File: config.mk
export PLATFORM = sky130hd
export DESIGN_NAME = msc_regs
export DESIGN_NICKNAME = d
export VERILOG_FILES = /design/src/rtl/msc_pkg.sv /design/src/rtl/msc_sync_detect.sv /design/src/rtl/msc_freq_track.sv /design/src/rtl/msc_regs.sv
export SDC_FILE = /design/constraint.sdc
export NUM_CORES = 1
export LEC_CHECK = 0
export BUFFER_PORTS_ARGS = -buffer_cell sky130_fd_sc_hd__buf_2
export CAP_MARGIN = 30
export CORE_MARGIN = 1
export CORE_UTILIZATION = 50
export CTS_BUF_LIST = sky130_fd_sc_hd__clkbuf_4
export DETAILED_ROUTE_END_ITERATION = 16
export PLACE_DENSITY = 0.8
export SKIP_CTS_REPAIR_TIMING = 1
export SLEW_MARGIN = 30
export SYNTH_ARGS = -nofsm -noshare
export SYNTH_HDL_FRONTEND = slang
export SYNTH_SLANG_ARGS = --single-unit
File: constraint.sdc
create_clock -name clock -period 3.15 [get_ports clock]
set_clock_uncertainty 0.05 [all_clocks]
set_input_delay 0.4725 -clock clock [delete_from_list [all_inputs] [get_ports clock]]
set_output_delay 0.4725 -clock clock [all_outputs]
set_load 0.02 [all_outputs]
File: src/rtl/msc_pkg.sv
// Shared constants, field layouts and types of the modem sync control bank
package msc_pkg;

    ////////////////////////////////////////////////////////////////////////////
    // Register indices; byte address is four times the index
    localparam int ADDR_W = 12;
    localparam int IDX_W = 10;
    localparam logic [IDX_W-1:0] IDX_CTRL_A = 10'h046;
    localparam logic [IDX_W-1:0] IDX_CTRL_B = 10'h047;
    localparam logic [IDX_W-1:0] IDX_EST = 10'h048;
    localparam logic [IDX_W-1:0] IDX_TUNE_A = 10'h05a;
    localparam logic [IDX_W-1:0] IDX_TEST_B = 10'h05b;
    localparam int IDX_LSB = 2;

    ////////////////////////////////////////////////////////////////////////////
    // Reset values and writable-bit masks
    localparam logic [7:0] RST_CTRL_A = 8'h45;
    localparam logic [7:0] RST_CTRL_B = 8'h2e;
    localparam logic [7:0] RST_EST = 8'h00;
    localparam logic [7:0] RST_TUNE_A = 8'h05;
    localparam logic [7:0] RST_TEST_B = 8'h08;
    localparam logic [7:0] MASK_CTRL_B = 8'h3f;
    localparam logic [7:0] MASK_TEST_B = 8'h0f;

    ////////////////////////////////////////////////////////////////////////////
    // Bus responses
    localparam logic [1:0] RESP_OKAY = 2'h0;
    localparam logic [1:0] RESP_SLVERR = 2'h2;
    localparam logic [23:0] RDATA_PAD = 24'h00_0000;

    ////////////////////////////////////////////////////////////////////////////
    // Symbol codes, preamble and averaging constants
    localparam logic [3:0] ZERO_SYM = 4'h0;
    localparam logic [3:0] SFD_SYM_LO = 4'h7;
    localparam logic [3:0] SFD_SYM_HI = 4'ha;
    localparam logic [5:0] LEAD_BASE_BYTES = 6'h02;
    localparam logic [5:0] TX_CNT_LAST = 6'h01;
    localparam logic [1:0] ZEROS_MAX = 2'h3;
    localparam logic [1:0] ZEROS_ONE = 2'h1;
    localparam logic [1:0] ZEROS_RSVD = 2'h0;
    localparam int AVG_FRAC = 2;
    localparam int AVG_GAIN_SHIFT = 2;
    localparam int FREQ_STEP_HZ = 7800;

    ////////////////////////////////////////////////////////////////////////////
    // Register field layouts
    typedef struct packed {
        logic [1:0] sync_zero_count;
        logic averaging_select;
        logic [3:0] lead_bytes;
        logic tx_shaping;
    } msc_ctrl_a_t;

    typedef struct packed {
        logic [1:0] rsvd;
        logic sfd_correlation_rule;
        logic [4:0] correlation_limit;
    } msc_ctrl_b_t;

    typedef struct packed {
        logic [3:0] rsvd;
        logic keep_hi;
        logic frame_observe_enable;
        logic phase_reverse;
        logic keep_lo;
    } msc_test_b_t;

    // One received symbol from the correlator
    typedef struct packed {
        logic valid;
        logic [3:0] code;
        logic [4:0] corr;
    } msc_sym_t;

    typedef enum logic [1:0] {TX_IDLE, TX_LEAD, TX_SFD0, TX_SFD1} msc_tx_phase_t;
    typedef enum logic {SD_HUNT, SD_SFD1} msc_sd_phase_t;

endpackage

File: src/rtl/msc_sync_detect.sv
// Zero-symbol and SFD search of the receive correlator stream
`timescale 1ns/1ps
module msc_sync_detect (
    // Clock and reset
    input wire logic clock,
    input wire logic arst_n,
    // Settings
    input wire logic demod_en,
    input wire logic [1:0] sync_zero_count,
    input wire logic sfd_correlation_rule,
    input wire logic [4:0] correlation_limit,
    // Symbols and result
    input wire msc_pkg::msc_sym_t rx_sym,
    output logic sync_found
);

    typedef struct packed {
        msc_pkg::msc_sd_phase_t phase;
        logic [1:0] zeros;
        logic hit;
        logic found;
    } msc_sd_st_t;

    msc_sd_st_t s;
    msc_sd_st_t next_s;
    logic above;
    logic [1:0] need;

    always_comb begin
        above = rx_sym.corr > correlation_limit;
        // Reserved code behaves as one zero symbol
        need = (sync_zero_count == msc_pkg::ZEROS_RSVD) ? msc_pkg::ZEROS_ONE
                                                       : sync_zero_count;
        next_s = s;
        next_s.found = 1'b0;
        if (!demod_en) begin
            next_s.phase = msc_pkg::SD_HUNT;
            next_s.zeros = '0;
            next_s.hit = 1'b0;
        end else if (rx_sym.valid) begin
            case (s.phase)
                msc_pkg::SD_HUNT: begin
                    if (rx_sym.code == msc_pkg::ZERO_SYM) begin
                        if (s.zeros != msc_pkg::ZEROS_MAX) begin
                            next_s.zeros = s.zeros + 2'h1;
                        end
                        next_s.hit = s.hit | above;
                    end else begin
                        if (rx_sym.code == msc_pkg::SFD_SYM_LO && s.zeros >= need && s.hit
                            && (!sfd_correlation_rule || above)) begin
                            next_s.phase = msc_pkg::SD_SFD1;
                        end
                        next_s.zeros = '0;
                        next_s.hit = 1'b0;
                    end
                end
                msc_pkg::SD_SFD1: begin
                    next_s.found = rx_sym.code == msc_pkg::SFD_SYM_HI
                                   && (!sfd_correlation_rule || above);
                    next_s.phase = msc_pkg::SD_HUNT;
                end
                default: begin
                    next_s.phase = msc_pkg::SD_HUNT;
                end
            endcase
        end
    end

    always_ff @(posedge clock or negedge arst_n) begin
        if (!arst_n) begin
            s <= '{phase: msc_pkg::SD_HUNT, zeros: 2'h0, hit: 1'b0, found: 1'b0};
        end else begin
            s <= next_s;
        end
    end

    assign sync_found = s.found;

    property p_sync_needs_sfd;
        @(posedge clock) disable iff (!arst_n)
        sync_found |-> $past(s.phase == msc_pkg::SD_SFD1) && $past(rx_sym.code)
            == msc_pkg::SFD_SYM_HI;
    endproperty
    a_sync_needs_sfd: assert property (p_sync_needs_sfd) else $error("sync without SFD");

    property p_sfd_needs_hit;
        @(posedge clock) disable iff (!arst_n)
        (s.phase == msc_pkg::SD_HUNT && rx_sym.valid && demod_en && !s.hit)
            |=> s.phase == msc_pkg::SD_HUNT;
    endproperty
    a_sfd_needs_hit: assert property (p_sfd_needs_hit) else $error("SFD search without hit");

endmodule

File: src/rtl/msc_freq_track.sv
// Carrier frequency-offset averaging and estimate hold
`timescale 1ns/1ps
module msc_freq_track (
    // Clock and reset
    input wire logic clock,
    input wire logic arst_n,
    // Settings and events
    input wire logic demod_en,
    input wire logic averaging_select,
    input wire logic sync_found,
    input wire logic search_start,
    input wire logic frame_end,
    // Raw offset samples
    input wire logic [7:0] offset_sample,
    input wire logic offset_valid,
    // Estimate
    output logic [7:0] estimate
);

    localparam int AVG_W = 8 + msc_pkg::AVG_FRAC;

    typedef struct packed {
        logic signed [AVG_W-1:0] avg;
        logic primed;
        logic frozen;
    } msc_ft_st_t;

    msc_ft_st_t s;
    msc_ft_st_t next_s;
    logic signed [AVG_W-1:0] scaled;
    logic signed [AVG_W:0] diff;

    always_comb begin
        scaled = AVG_W'(signed'({offset_sample, {msc_pkg::AVG_FRAC{1'b0}}}));
        diff = (AVG_W+1)'(scaled) - (AVG_W+1)'(s.avg);
        next_s = s;
        if (search_start || frame_end) begin
            next_s.frozen = 1'b0;
        end
        if (search_start) begin
            next_s.primed = 1'b0;
        end
        if (sync_found && !averaging_select) begin
            next_s.frozen = 1'b1;
        end else if (demod_en && offset_valid && !s.frozen) begin
            next_s.primed = 1'b1;
            if (!s.primed || search_start) begin
                next_s.avg = scaled;
            end else begin
                next_s.avg = s.avg + AVG_W'(diff >>> msc_pkg::AVG_GAIN_SHIFT);
            end
        end
        if (averaging_select) begin
            next_s.frozen = 1'b0;
        end
    end

    always_ff @(posedge clock or negedge arst_n) begin
        if (!arst_n) begin
            s <= '{avg: '0, primed: 1'b0, frozen: 1'b0};
        end else begin
            s <= next_s;
        end
    end

    assign estimate = s.avg[AVG_W-1:msc_pkg::AVG_FRAC];

    property p_hold_while_frozen;
        @(posedge clock) disable iff (!arst_n)
        (s.frozen && !averaging_select) ##1 (s.frozen && !averaging_select)
            |-> $stable(estimate);
    endproperty
    a_hold_while_frozen: assert property (p_hold_while_frozen) else $error("estimate moved");

    property p_continuous;
        @(posedge clock) disable iff (!arst_n)
        averaging_select |=> !s.frozen;
    endproperty
    a_continuous: assert property (p_continuous) else $error("froze in continuous mode");

endmodule

File: src/rtl/msc_regs.sv
// Modem sync control register bank with AXI4-Lite slave and preamble sender
`timescale 1ns/1ps
module msc_regs (
    // Clock and reset
    input wire logic clock,
    input wire logic arst_n,
    // AXI4-Lite write address and data
    input wire logic [msc_pkg::ADDR_W-1:0] awaddr,
    input wire logic awvalid,
    output logic awready,
    input wire logic [31:0] wdata,
    input wire logic [3:0] wstrb,
    input wire logic wvalid,
    output logic wready,
    // AXI4-Lite write response
    output logic [1:0] bresp,
    output logic bvalid,
    input wire logic bready,
    // AXI4-Lite read
    input wire logic [msc_pkg::ADDR_W-1:0] araddr,
    input wire logic arvalid,
    output logic arready,
    output logic [31:0] rdata,
    output logic [1:0] rresp,
    output logic rvalid,
    input wire logic rready,
    // Demodulator side
    input wire logic demod_en,
    input wire msc_pkg::msc_sym_t rx_sym,
    input wire logic [7:0] offset_sample,
    input wire logic offset_valid,
    input wire logic search_start,
    input wire logic frame_end,
    output logic sync_found,
    // Transmit symbol stream
    input wire logic tx_start,
    input wire logic tx_sym_ready,
    output logic tx_sym_valid,
    output logic [3:0] tx_sym,
    // Modem settings
    output logic tx_extra_filter,
    output logic phase_reverse,
    // Frame observe pins
    output logic observe_valid,
    output logic observe_is_tx,
    output logic [3:0] observe_sym
);

    ////////////////////////////////////////////////////////////////////////////
    // State

    typedef struct packed {
        msc_pkg::msc_ctrl_a_t ctrl_a;
        msc_pkg::msc_ctrl_b_t ctrl_b;
        logic [7:0] tune_a;
        msc_pkg::msc_test_b_t test_b;
        logic aw_have;
        logic [msc_pkg::IDX_W-1:0] aw_idx;
        logic w_have;
        logic [7:0] w_byte;
        logic w_lane;
        logic bvalid;
        logic [1:0] bresp;
        logic rvalid;
        logic [7:0] rbyte;
        logic [1:0] rresp;
        msc_pkg::msc_tx_phase_t tx_phase;
        logic [5:0] tx_cnt;
        logic [3:0] tx_sym;
        logic obs_valid;
        logic obs_tx;
        logic [3:0] obs_sym;
    } msc_top_st_t;

    msc_top_st_t s;
    msc_top_st_t next_s;
    logic [7:0] estimate;
    logic [msc_pkg::IDX_W-1:0] ar_idx;
    logic [7:0] rd_val;
    logic rd_hit;
    logic wr_hit;
    logic tx_take;

    ////////////////////////////////////////////////////////////////////////////
    // Receive path helpers

    msc_sync_detect u_sync (
        .clock(clock),
        .arst_n(arst_n),
        .demod_en(demod_en),
        .sync_zero_count(s.ctrl_a.sync_zero_count),
        .sfd_correlation_rule(s.ctrl_b.sfd_correlation_rule),
        .correlation_limit(s.ctrl_b.correlation_limit),
        .rx_sym(rx_sym),
        .sync_found(sync_found)
    );

    msc_freq_track u_freq (
        .clock(clock),
        .arst_n(arst_n),
        .demod_en(demod_en),
        .averaging_select(s.ctrl_a.averaging_select),
        .sync_found(sync_found),
        .search_start(search_start),
        .frame_end(frame_end),
        .offset_sample(offset_sample),
        .offset_valid(offset_valid),
        .estimate(estimate)
    );

    ////////////////////////////////////////////////////////////////////////////
    // Next state

    always_comb begin
        next_s = s;
        ar_idx = araddr[msc_pkg::ADDR_W-1:msc_pkg::IDX_LSB];
        tx_take = tx_sym_valid && tx_sym_ready;

        // Read decode; reading has no side effect
        rd_hit = 1'b1;
        case (ar_idx)
            msc_pkg::IDX_CTRL_A: rd_val = s.ctrl_a;
            msc_pkg::IDX_CTRL_B: rd_val = s.ctrl_b;
            msc_pkg::IDX_EST: rd_val = estimate;
            msc_pkg::IDX_TUNE_A: rd_val = s.tune_a;
            msc_pkg::IDX_TEST_B: rd_val = s.test_b;
            default: begin
                rd_val = '0;
                rd_hit = 1'b0;
            end
        endcase

        // Write address and data, taken in either order
        if (awvalid && awready) begin
            next_s.aw_have = 1'b1;
            next_s.aw_idx = awaddr[msc_pkg::ADDR_W-1:msc_pkg::IDX_LSB];
        end
        if (wvalid && wready) begin
            next_s.w_have = 1'b1;
            next_s.w_byte = wdata[7:0];
            next_s.w_lane = wstrb[0];
        end

        wr_hit = 1'b1;
        if (s.aw_have && s.w_have) begin
            case (s.aw_idx)
                msc_pkg::IDX_CTRL_A: begin
                    if (s.w_lane) begin
                        next_s.ctrl_a = s.w_byte;
                    end
                end
                msc_pkg::IDX_CTRL_B: begin
                    if (s.w_lane) begin
                        next_s.ctrl_b = s.w_byte & msc_pkg::MASK_CTRL_B;
                    end
                end
                msc_pkg::IDX_EST: begin
                    wr_hit = 1'b1;
                end
                msc_pkg::IDX_TUNE_A: begin
                    if (s.w_lane) begin
                        next_s.tune_a = s.w_byte;
                    end
                end
                msc_pkg::IDX_TEST_B: begin
                    if (s.w_lane) begin
                        next_s.test_b = s.w_byte & msc_pkg::MASK_TEST_B;
                    end
                end
                default: begin
                    wr_hit = 1'b0;
                end
            endcase
            next_s.aw_have = 1'b0;
            next_s.w_have = 1'b0;
            next_s.bvalid = 1'b1;
            next_s.bresp = wr_hit ? msc_pkg::RESP_OKAY : msc_pkg::RESP_SLVERR;
        end else if (s.bvalid && bready) begin
            next_s.bvalid = 1'b0;
        end

        // Read answer one cycle after the address
        if (arvalid && arready) begin
            next_s.rvalid = 1'b1;
            next_s.rbyte = rd_val;
            next_s.rresp = rd_hit ? msc_pkg::RESP_OKAY : msc_pkg::RESP_SLVERR;
        end else if (s.rvalid && rready) begin
            next_s.rvalid = 1'b0;
        end

        // Preamble and SFD sender
        case (s.tx_phase)
            msc_pkg::TX_IDLE: begin
                if (tx_start) begin
                    next_s.tx_phase = msc_pkg::TX_LEAD;
                    next_s.tx_cnt = (6'(s.ctrl_a.lead_bytes) + msc_pkg::LEAD_BASE_BYTES)
                                    << 1;
                    next_s.tx_sym = msc_pkg::ZERO_SYM;
                end
            end
            msc_pkg::TX_LEAD: begin
                if (tx_take) begin
                    next_s.tx_cnt = s.tx_cnt - 6'h01;
                    if (s.tx_cnt == msc_pkg::TX_CNT_LAST) begin
                        next_s.tx_phase = msc_pkg::TX_SFD0;
                        next_s.tx_sym = msc_pkg::SFD_SYM_LO;
                    end
                end
            end
            msc_pkg::TX_SFD0: begin
                if (tx_take) begin
                    next_s.tx_phase = msc_pkg::TX_SFD1;
                    next_s.tx_sym = msc_pkg::SFD_SYM_HI;
                end
            end
            msc_pkg::TX_SFD1: begin
                if (tx_take) begin
                    next_s.tx_phase = msc_pkg::TX_IDLE;
                    next_s.tx_sym = msc_pkg::ZERO_SYM;
                end
            end
            default: begin
                next_s.tx_phase = msc_pkg::TX_IDLE;
            end
        endcase

        // Observe pins, transmit wins a shared cycle
        next_s.obs_valid = s.test_b.frame_observe_enable && (tx_take || rx_sym.valid);
        if (tx_take) begin
            next_s.obs_tx = 1'b1;
            next_s.obs_sym = s.tx_sym;
        end else if (rx_sym.valid) begin
            next_s.obs_tx = 1'b0;
            next_s.obs_sym = rx_sym.code;
        end
    end

    ////////////////////////////////////////////////////////////////////////////
    // Registers

    always_ff @(posedge clock or negedge arst_n) begin
        if (!arst_n) begin
            s <= '0;
            s.ctrl_a <= msc_pkg::RST_CTRL_A;
            s.ctrl_b <= msc_pkg::RST_CTRL_B;
            s.tune_a <= msc_pkg::RST_TUNE_A;
            s.test_b <= msc_pkg::RST_TEST_B;
            s.tx_phase <= msc_pkg::TX_IDLE;
        end else begin
            s <= next_s;
        end
    end

    ////////////////////////////////////////////////////////////////////////////
    // Outputs

    assign awready = !s.aw_have && !s.bvalid;
    assign wready = !s.w_have && !s.bvalid;
    assign bvalid = s.bvalid;
    assign bresp = s.bresp;
    assign arready = !s.rvalid;
    assign rvalid = s.rvalid;
    assign rresp = s.rresp;
    assign rdata = {msc_pkg::RDATA_PAD, s.rbyte};
    assign tx_sym_valid = s.tx_phase != msc_pkg::TX_IDLE;
    assign tx_sym = s.tx_sym;
    assign tx_extra_filter = s.ctrl_a.tx_shaping;
    assign phase_reverse = s.test_b.phase_reverse;
    assign observe_valid = s.obs_valid;
    assign observe_is_tx = s.obs_tx;
    assign observe_sym = s.obs_sym;

    ////////////////////////////////////////////////////////////////////////////
    // Checks

    property p_lead_len;
        @(posedge clock) disable iff (!arst_n)
        (s.tx_phase == msc_pkg::TX_IDLE && tx_start)
            |=> s.tx_cnt == 6'(($past(s.ctrl_a.lead_bytes) + 4'h2) * 2);
    endproperty
    a_lead_len: assert property (p_lead_len) else $error("wrong lead length");

    property p_sfd_follows;
        @(posedge clock) disable iff (!arst_n)
        (s.tx_phase == msc_pkg::TX_LEAD && tx_take && s.tx_cnt == 6'h01)
            |=> tx_sym_valid && tx_sym == msc_pkg::SFD_SYM_LO;
    endproperty
    a_sfd_follows: assert property (p_sfd_follows) else $error("SFD not after lead");

    property p_read_quiet;
        @(posedge clock) disable iff (!arst_n)
        (arvalid && arready && !(s.aw_have && s.w_have))
            |=> $stable(s.ctrl_a) && $stable(s.ctrl_b) && $stable(s.test_b);
    endproperty
    a_read_quiet: assert property (p_read_quiet) else $error("read changed state");

    property p_rsvd_zero;
        @(posedge clock) disable iff (!arst_n)
        s.ctrl_b.rsvd == 2'h0 && s.test_b.rsvd == 4'h0;
    endproperty
    a_rsvd_zero: assert property (p_rsvd_zero) else $error("reserved bits set");

    property p_observe_gate;
        @(posedge clock) disable iff (!arst_n)
        observe_valid |-> $past(s.test_b.frame_observe_enable);
    endproperty
    a_observe_gate: assert property (p_observe_gate) else $error("observe while off");

endmodule

**Yosys cells after proc, flatten, opt, wreduce, memory -nomap -nowiden**

Index checks and enable logic that the tools add are counted.

- Muxes and demuxes: 45
- $lt $le $gt $ge: 2
- Add/sub/neg operators: 5
- Reductions and logical operators: 51
- Bitwise logic cells: 3
- Eq/ne operators: 25

Operator list:

| kind | count |
|---|---|
| 10-bit by 7-bit == test with 1-bit output, second input constant | 10 |
| 8-bit case mux with 5 select lines | 1 |
| 12-bit two-way mux | 2 |
| 10-bit two-way mux | 2 |
| 1-bit two-way mux | 19 |
| 3-bit AND reduction | 6 |
| 1-bit logical AND | 17 |
| 4-bit two-way mux | 4 |
| 4-bit case mux with 4 select lines | 1 |
| 5-bit two-way mux | 3 |
| 2-bit two-way mux | 7 |
| 2-bit != test, second input constant | 7 |
| 2-bit nonzero test | 7 |
| 6-bit case mux with 2 select lines | 1 |
| 11-bit two-way mux | 1 |
| 10-bit by 10-bit subtractor with 11-bit output | 1 |
| 10-bit by 9-bit adder with 10-bit output | 1 |
| 5-bit OR reduction | 2 |
| 1-bit logical NOT | 8 |
| 2-bit case mux with 4 select lines | 1 |
| 6-bit by 1-bit == test with 1-bit output, second input constant | 1 |
| 3-bit two-way mux | 2 |
| 6-bit by 1-bit subtractor with 6-bit output, second input constant | 1 |
| 4-bit by 2-bit adder with 5-bit output, second input constant | 1 |
| other kinds (18) | 25 |

- Output and inout port bits: 55
- Bits of input ports: 91
- Flip-flop bits (word level): 96
- Word-level logic and storage cells: 165

**Logic depth before layout (Yosys ltp)**

- Depth after elaboration: 11
- Depth in mapped cells: 16
- Gate-level depth less buffers: 16

**Hierarchy**

Synthesis repeated with hierarchy kept, for this count alone.

- Cells, all modules: 564
- Area total of the unflattened synthesis: 5725.5 um^2

Modules (own cells, without submodules):

| module | instances | sequential area each (um^2) | area an instance (um^2) | cells an instance |
|---|---|---|---|---|
| msc_regs | 1 | 1889.3 | 3915.0 | 340 |
| msc_freq_track | 1 | 300.3 | 1363.8 | 172 |
| msc_sync_detect | 1 | 125.1 | 446.7 | 52 |

**Least setup slack after synthesis**

Ideal clock, no wire load.

- Kind: in2reg
- Start: in offset_sample[0]
- End: reg u_freq.s (netlist bit u_freq.estimate[7])
- Cell stages on the path: 13
- Arrival time: 3.197 ns
- Setup time: 0.065 ns
- Buffers on the path: 0
- Data required time: 3.035 ns
- Path slack: -0.162 ns
- Cell sequence: ha_1 -> or3_1 -> o22ai_2 -> and2b_2 -> o21ai_0 -> a21oi_1 -> ha_1 -> and3_1 -> a2111oi_2 -> a21oi_1 -> mux2i_1 -> a2bb2oi_2 -> o211a_1

- Cells in the longest elaborated chain, start to end: 3

Ends and longest elaborated chain:

| item | line | RTL |
|---|---|---|
| start: declaration | msc_regs.sv:30 | `input wire logic [7:0] offset_sample,` |
| 10-bit by 10-bit subtractor with 11-bit output | msc_freq_track.sv:35 | `diff = (AVG_W+1)'(scaled) - (AVG_W+1)'(s.avg);` |
| 10-bit by 9-bit adder with 10-bit output | msc_freq_track.sv:50 | `next_s.avg = s.avg + AVG_W'(diff >>> msc_pkg::AVG_GAIN_SHIFT);` |
| 10-bit two-way mux | msc_freq_track.sv:47 | `if (!s.primed \|\| search_start) begin` |
| end signal: assignment | msc_freq_track.sv:60 | `s <= '{avg: '0, primed: 1'b0, frozen: 1'b0};` |
| end signal: assignment | msc_freq_track.sv:62 | `s <= next_s;` |
| end: declaration | msc_freq_track.sv:28 | `msc_ft_st_t s;` |

Every way passes these cells.
A chain may end at the register's enable or synchronous reset.

**Worst setup path after layout**

- Start: reg u_freq.s (netlist bit u_freq.estimate[2])
- End: reg u_freq.s (netlist bit u_freq.estimate[7])

- Cells in the longest elaborated chain, start to end: 3

Ends and longest elaborated chain:

| item | line |
|---|---|
| 10-bit by 10-bit subtractor with 11-bit output | msc_freq_track.sv:35 |
| 10-bit by 9-bit adder with 10-bit output * | msc_freq_track.sv:50 |
| 10-bit two-way mux * | msc_freq_track.sv:47 |

Mark *: on every way between the ends. The rest lies on a longest branch, timed or not.

==> impl_metrics.csv <==
group,metric,value,unit
setup_path,critPathLaunchType,"flip-flop",
hold_path,worstHoldPathType,"in -> async",
synth,ys_async_sr_fraction,100,%
floorplan,die_area,11600,um2
finish,n_antenna_cell,0,
place,io_buffers,88,
drt,drt_iter0_markers,180,
timing,rsz0062_at_grt,"true",
cts,clock_path_buffers,2,
setup_path,max_stage_delay,390,ps
synth,synth_area,5570,um2
grt,antenna_found_initial,0,
timing,setup_viol,1,
floorplan,die_x,108,um
drt,drc,1,
pwr,ir_drop,0.439,mV
drt,drtPass1Iterations,10,
timing,post-route-period-util,102,%
setup_path,endpoint_kind,"flip-flop",
synth,synth_cell_types,69,
timing,finalWorstSetupSlack,-75.7,ps
floorplan,start_util,51.4,%
grt,track_usage,21.8,%
floorplan,die_h,108,um
finish,layout.cells.non_filler,801,
grt,grt.overflow.total,0,
setup_path,cp_top_family,"compound AO/OA/AOI/OAI gates",
timing,whs,-2.46,ps
outcome,run_status,"finished, violations left",
setup_path,path_cells,"inv_2, ha_4, or3_1, o22ai_2, and2b_2, o21ai_1, a21oi_1, ha_1, and3_4, a2111oi_4, a21oi_2, o221ai_1, a2bb2oi_2, o211a_1",
pwr,leakage,3.10,nW
finish,fin_nets,780,
timing,fin_crit,3230,ps
cts,cts.htree.levels,3,
run,max-cap-violations,0,
cts,clk_latency,440,ps
finish,fin_area,6390,um2
finish,drive_gt1_share,34.6,%
grt,grt_max_degree,52,
setup_path,cp_num_buf_inv,1,
pwr,power_density,743,nW/um2
cts,cts_tree,"done",
grt,grt_pass1_wl,19.5,mm
synth,synth_edf_count,0,
drt,num_vias,4267,
drt,wl_per_cell,15.3,um
timing,worst_slew_pin_slew,704,ps
synth,syn_avg_cell_area,10.1,um2
setup_path,required,3460,ps
timing,slew_viol_final,0,
finish,post-route-util,59.0,%
drt,avgViaCountPerCell,5.33,
floorplan,io_pins,146,
cts,clock-sinks,92,
floorplan,row_count,38,
drt,postRouteAntennaNets,0,
setup_path,slowest_stage,"dfrtp_1",
cts,cts-root-buf,"clkbuf_4",
timing,setup_tns,-75.7,ps
outcome,violations,"DRC, hold timing, setup timing",
timing,fmax,310,MHz
cts,cts-buffers-inserted,9,
place,placed_cells,780,
timing,slew_headroom,53.0,%
place,place_area,6160,um2
synth,yosysWarnings,0,
setup_path,critPathArrivalTime,3530,ps
timing,hold_viol,6,
cts,clk_pin_slew_worst_paths,150,ps
place,place.gp.congestion,0.870,
synth,synth-seq-cells,92,
finish,syn2layout_area_growth,14.7,%
grt,first_global_vias,4079,
synth,synthCells,554,
place,dp_hpwl,9.33,mm
synth,seq_area_frac_synth,41.5,%
synth,synth_flop_cell,"dfrtp_1",
setup_path,cp_max_fo,3,
drt,routed_wl,12.3,mm
floorplan,coreArea,10800,um2
setup_path,critPathKind,"reg -> reg",
==> power by group <==
part / internal, W / switching [W]
logic: 0.00113 / 0.00121
registers: 0.00147 / 0.000265
clock network: 0.000246 / 0.000421
==> path summary, 6_finish.rpt <==
path | slack, ps | depth (start not counted) | to | from
hold / removal | -2 | 1 | u_freq.estimate[5] | arst_n
setup reg to reg | -80 | 14 | u_freq.estimate[7] | u_freq.estimate[2]
max in group asynchronous | 2290 | 2 | s[79] | arst_n
hold reg to reg | 450 | 2 | rresp[1] | rresp[1]
setup / recovery | -80 | 14 | u_freq.estimate[7] | u_freq.estimate[2]
min in group clock | 120 | 2 | bvalid | bready
==> cell families after synthesis <==
family,count (synthesis),share of synthesized area (%)
compound gates,116,13.6
simple gates,154,15.0
other cells,1,0.0673
flops,92,41.5
mux,58,11.5
xor+xnor,10,1.57
fa+ha+maj,33,7.54
buf+inv,90,9.27
==> cell usage after synthesis (all sizes together) (2+ instances only) <==
master | n | area share [%]
mux2i | 11 | 2.0
clkbuf | 8 | 0.54
nor2b | 6 | 0.67
dfstp | 10 | 4.7
and2 | 2 | 0.22
o21ai | 39 | 3.6
nand3 | 15 | 1.5
a21o | 6 | 0.97
o21a | 4 | 0.54
and2b | 4 | 0.58
mux2 | 47 | 9.5
ha | 32 | 7.2
buf | 48 | 6.4
inv | 34 | 2.3
xnor2 | 5 | 0.79
and3 | 6 | 0.67
nor4 | 4 | 0.56
nor2 | 27 | 2.0
nor3 | 13 | 1.4
nor3b | 2 | 0.47
or3 | 3 | 0.34
nand2 | 49 | 3.3
o31ai | 2 | 0.27
a31oi | 2 | 0.22
o22ai | 4 | 0.56
a211oi | 5 | 0.67
dfrtp | 82 | 37
xor2 | 5 | 0.79
nand4b | 5 | 1.1
a21oi | 34 | 3.1
nand3b | 3 | 0.40
a221oi | 5 | 0.79
a21boi | 2 | 0.27
nand2b | 11 | 1.2
a22o | 2 | 0.47
==> worst reg2reg max path, delay by kind of cell, from the launching register on <==
kind	cells	cell delay, ps
buf+inv	1	70
compound gates	8	1340
fa+ha+maj	2	480
simple gates	3	820
flops	1	390
==> layout make-up <==
type                       count  area [um2]
fill                         939        4450
sequential                    92        2310
timing repair buffer         122         711
inverter                      34         128
clock inverter                 7        72.6
multi-input combinational    397        2920
tap                          140         175
clock buffer                   9        67.6
==> registers in the layout, summed over array words and instances (netlist names) <==
name and cells:
u_sync.sync_found 1, bvalid 1, observe_valid 1, observe_is_tx 1
u_freq.estimate 8, u_freq.s 4, rresp 1, u_sync.s 4
rvalid 1, rdata 8, tx_sym 3, phase_reverse 1
tx_extra_filter 1, s 52, observe_sym 4, bresp 1
==> cell usage in the layout, fill, tap and decap left out, types with 23 or more instances in the layout <==
cell type / instances
a21oi_1: 30
buf_2: 87
buf_4: 34
conb_1: 26
dfrtp_1: 82
ha_1: 29
inv_1: 32
mux2_2: 47
nand2_1: 47
nor2_1: 25
o21ai_0: 23
==> routing by layer <==
metal / up-vias / GRT usage (%) / wire (um)
li1: 2097 / - / -
met1: 2059 / 27.1 / 5240
met2: 99 / 38.5 / 6410
met3: 12 / 3.09 / 428
met4: 0 / 7.44 / 174
met5: - / 0 / 0
==> metrics by stage <==
step / setup WS, ps / power, W
3_3_place_gp: -257 / 0.00386
6_report: -75.7 / 0.00475
4_1_cts: -196 / 0.00464
3_5_place_dp: -341 / 0.00397
2_1_floorplan: -54.2 / 0.00334
5_1_grt: -213 / 0.00510
Note: power is estimated with default switching activity, not from simulation.
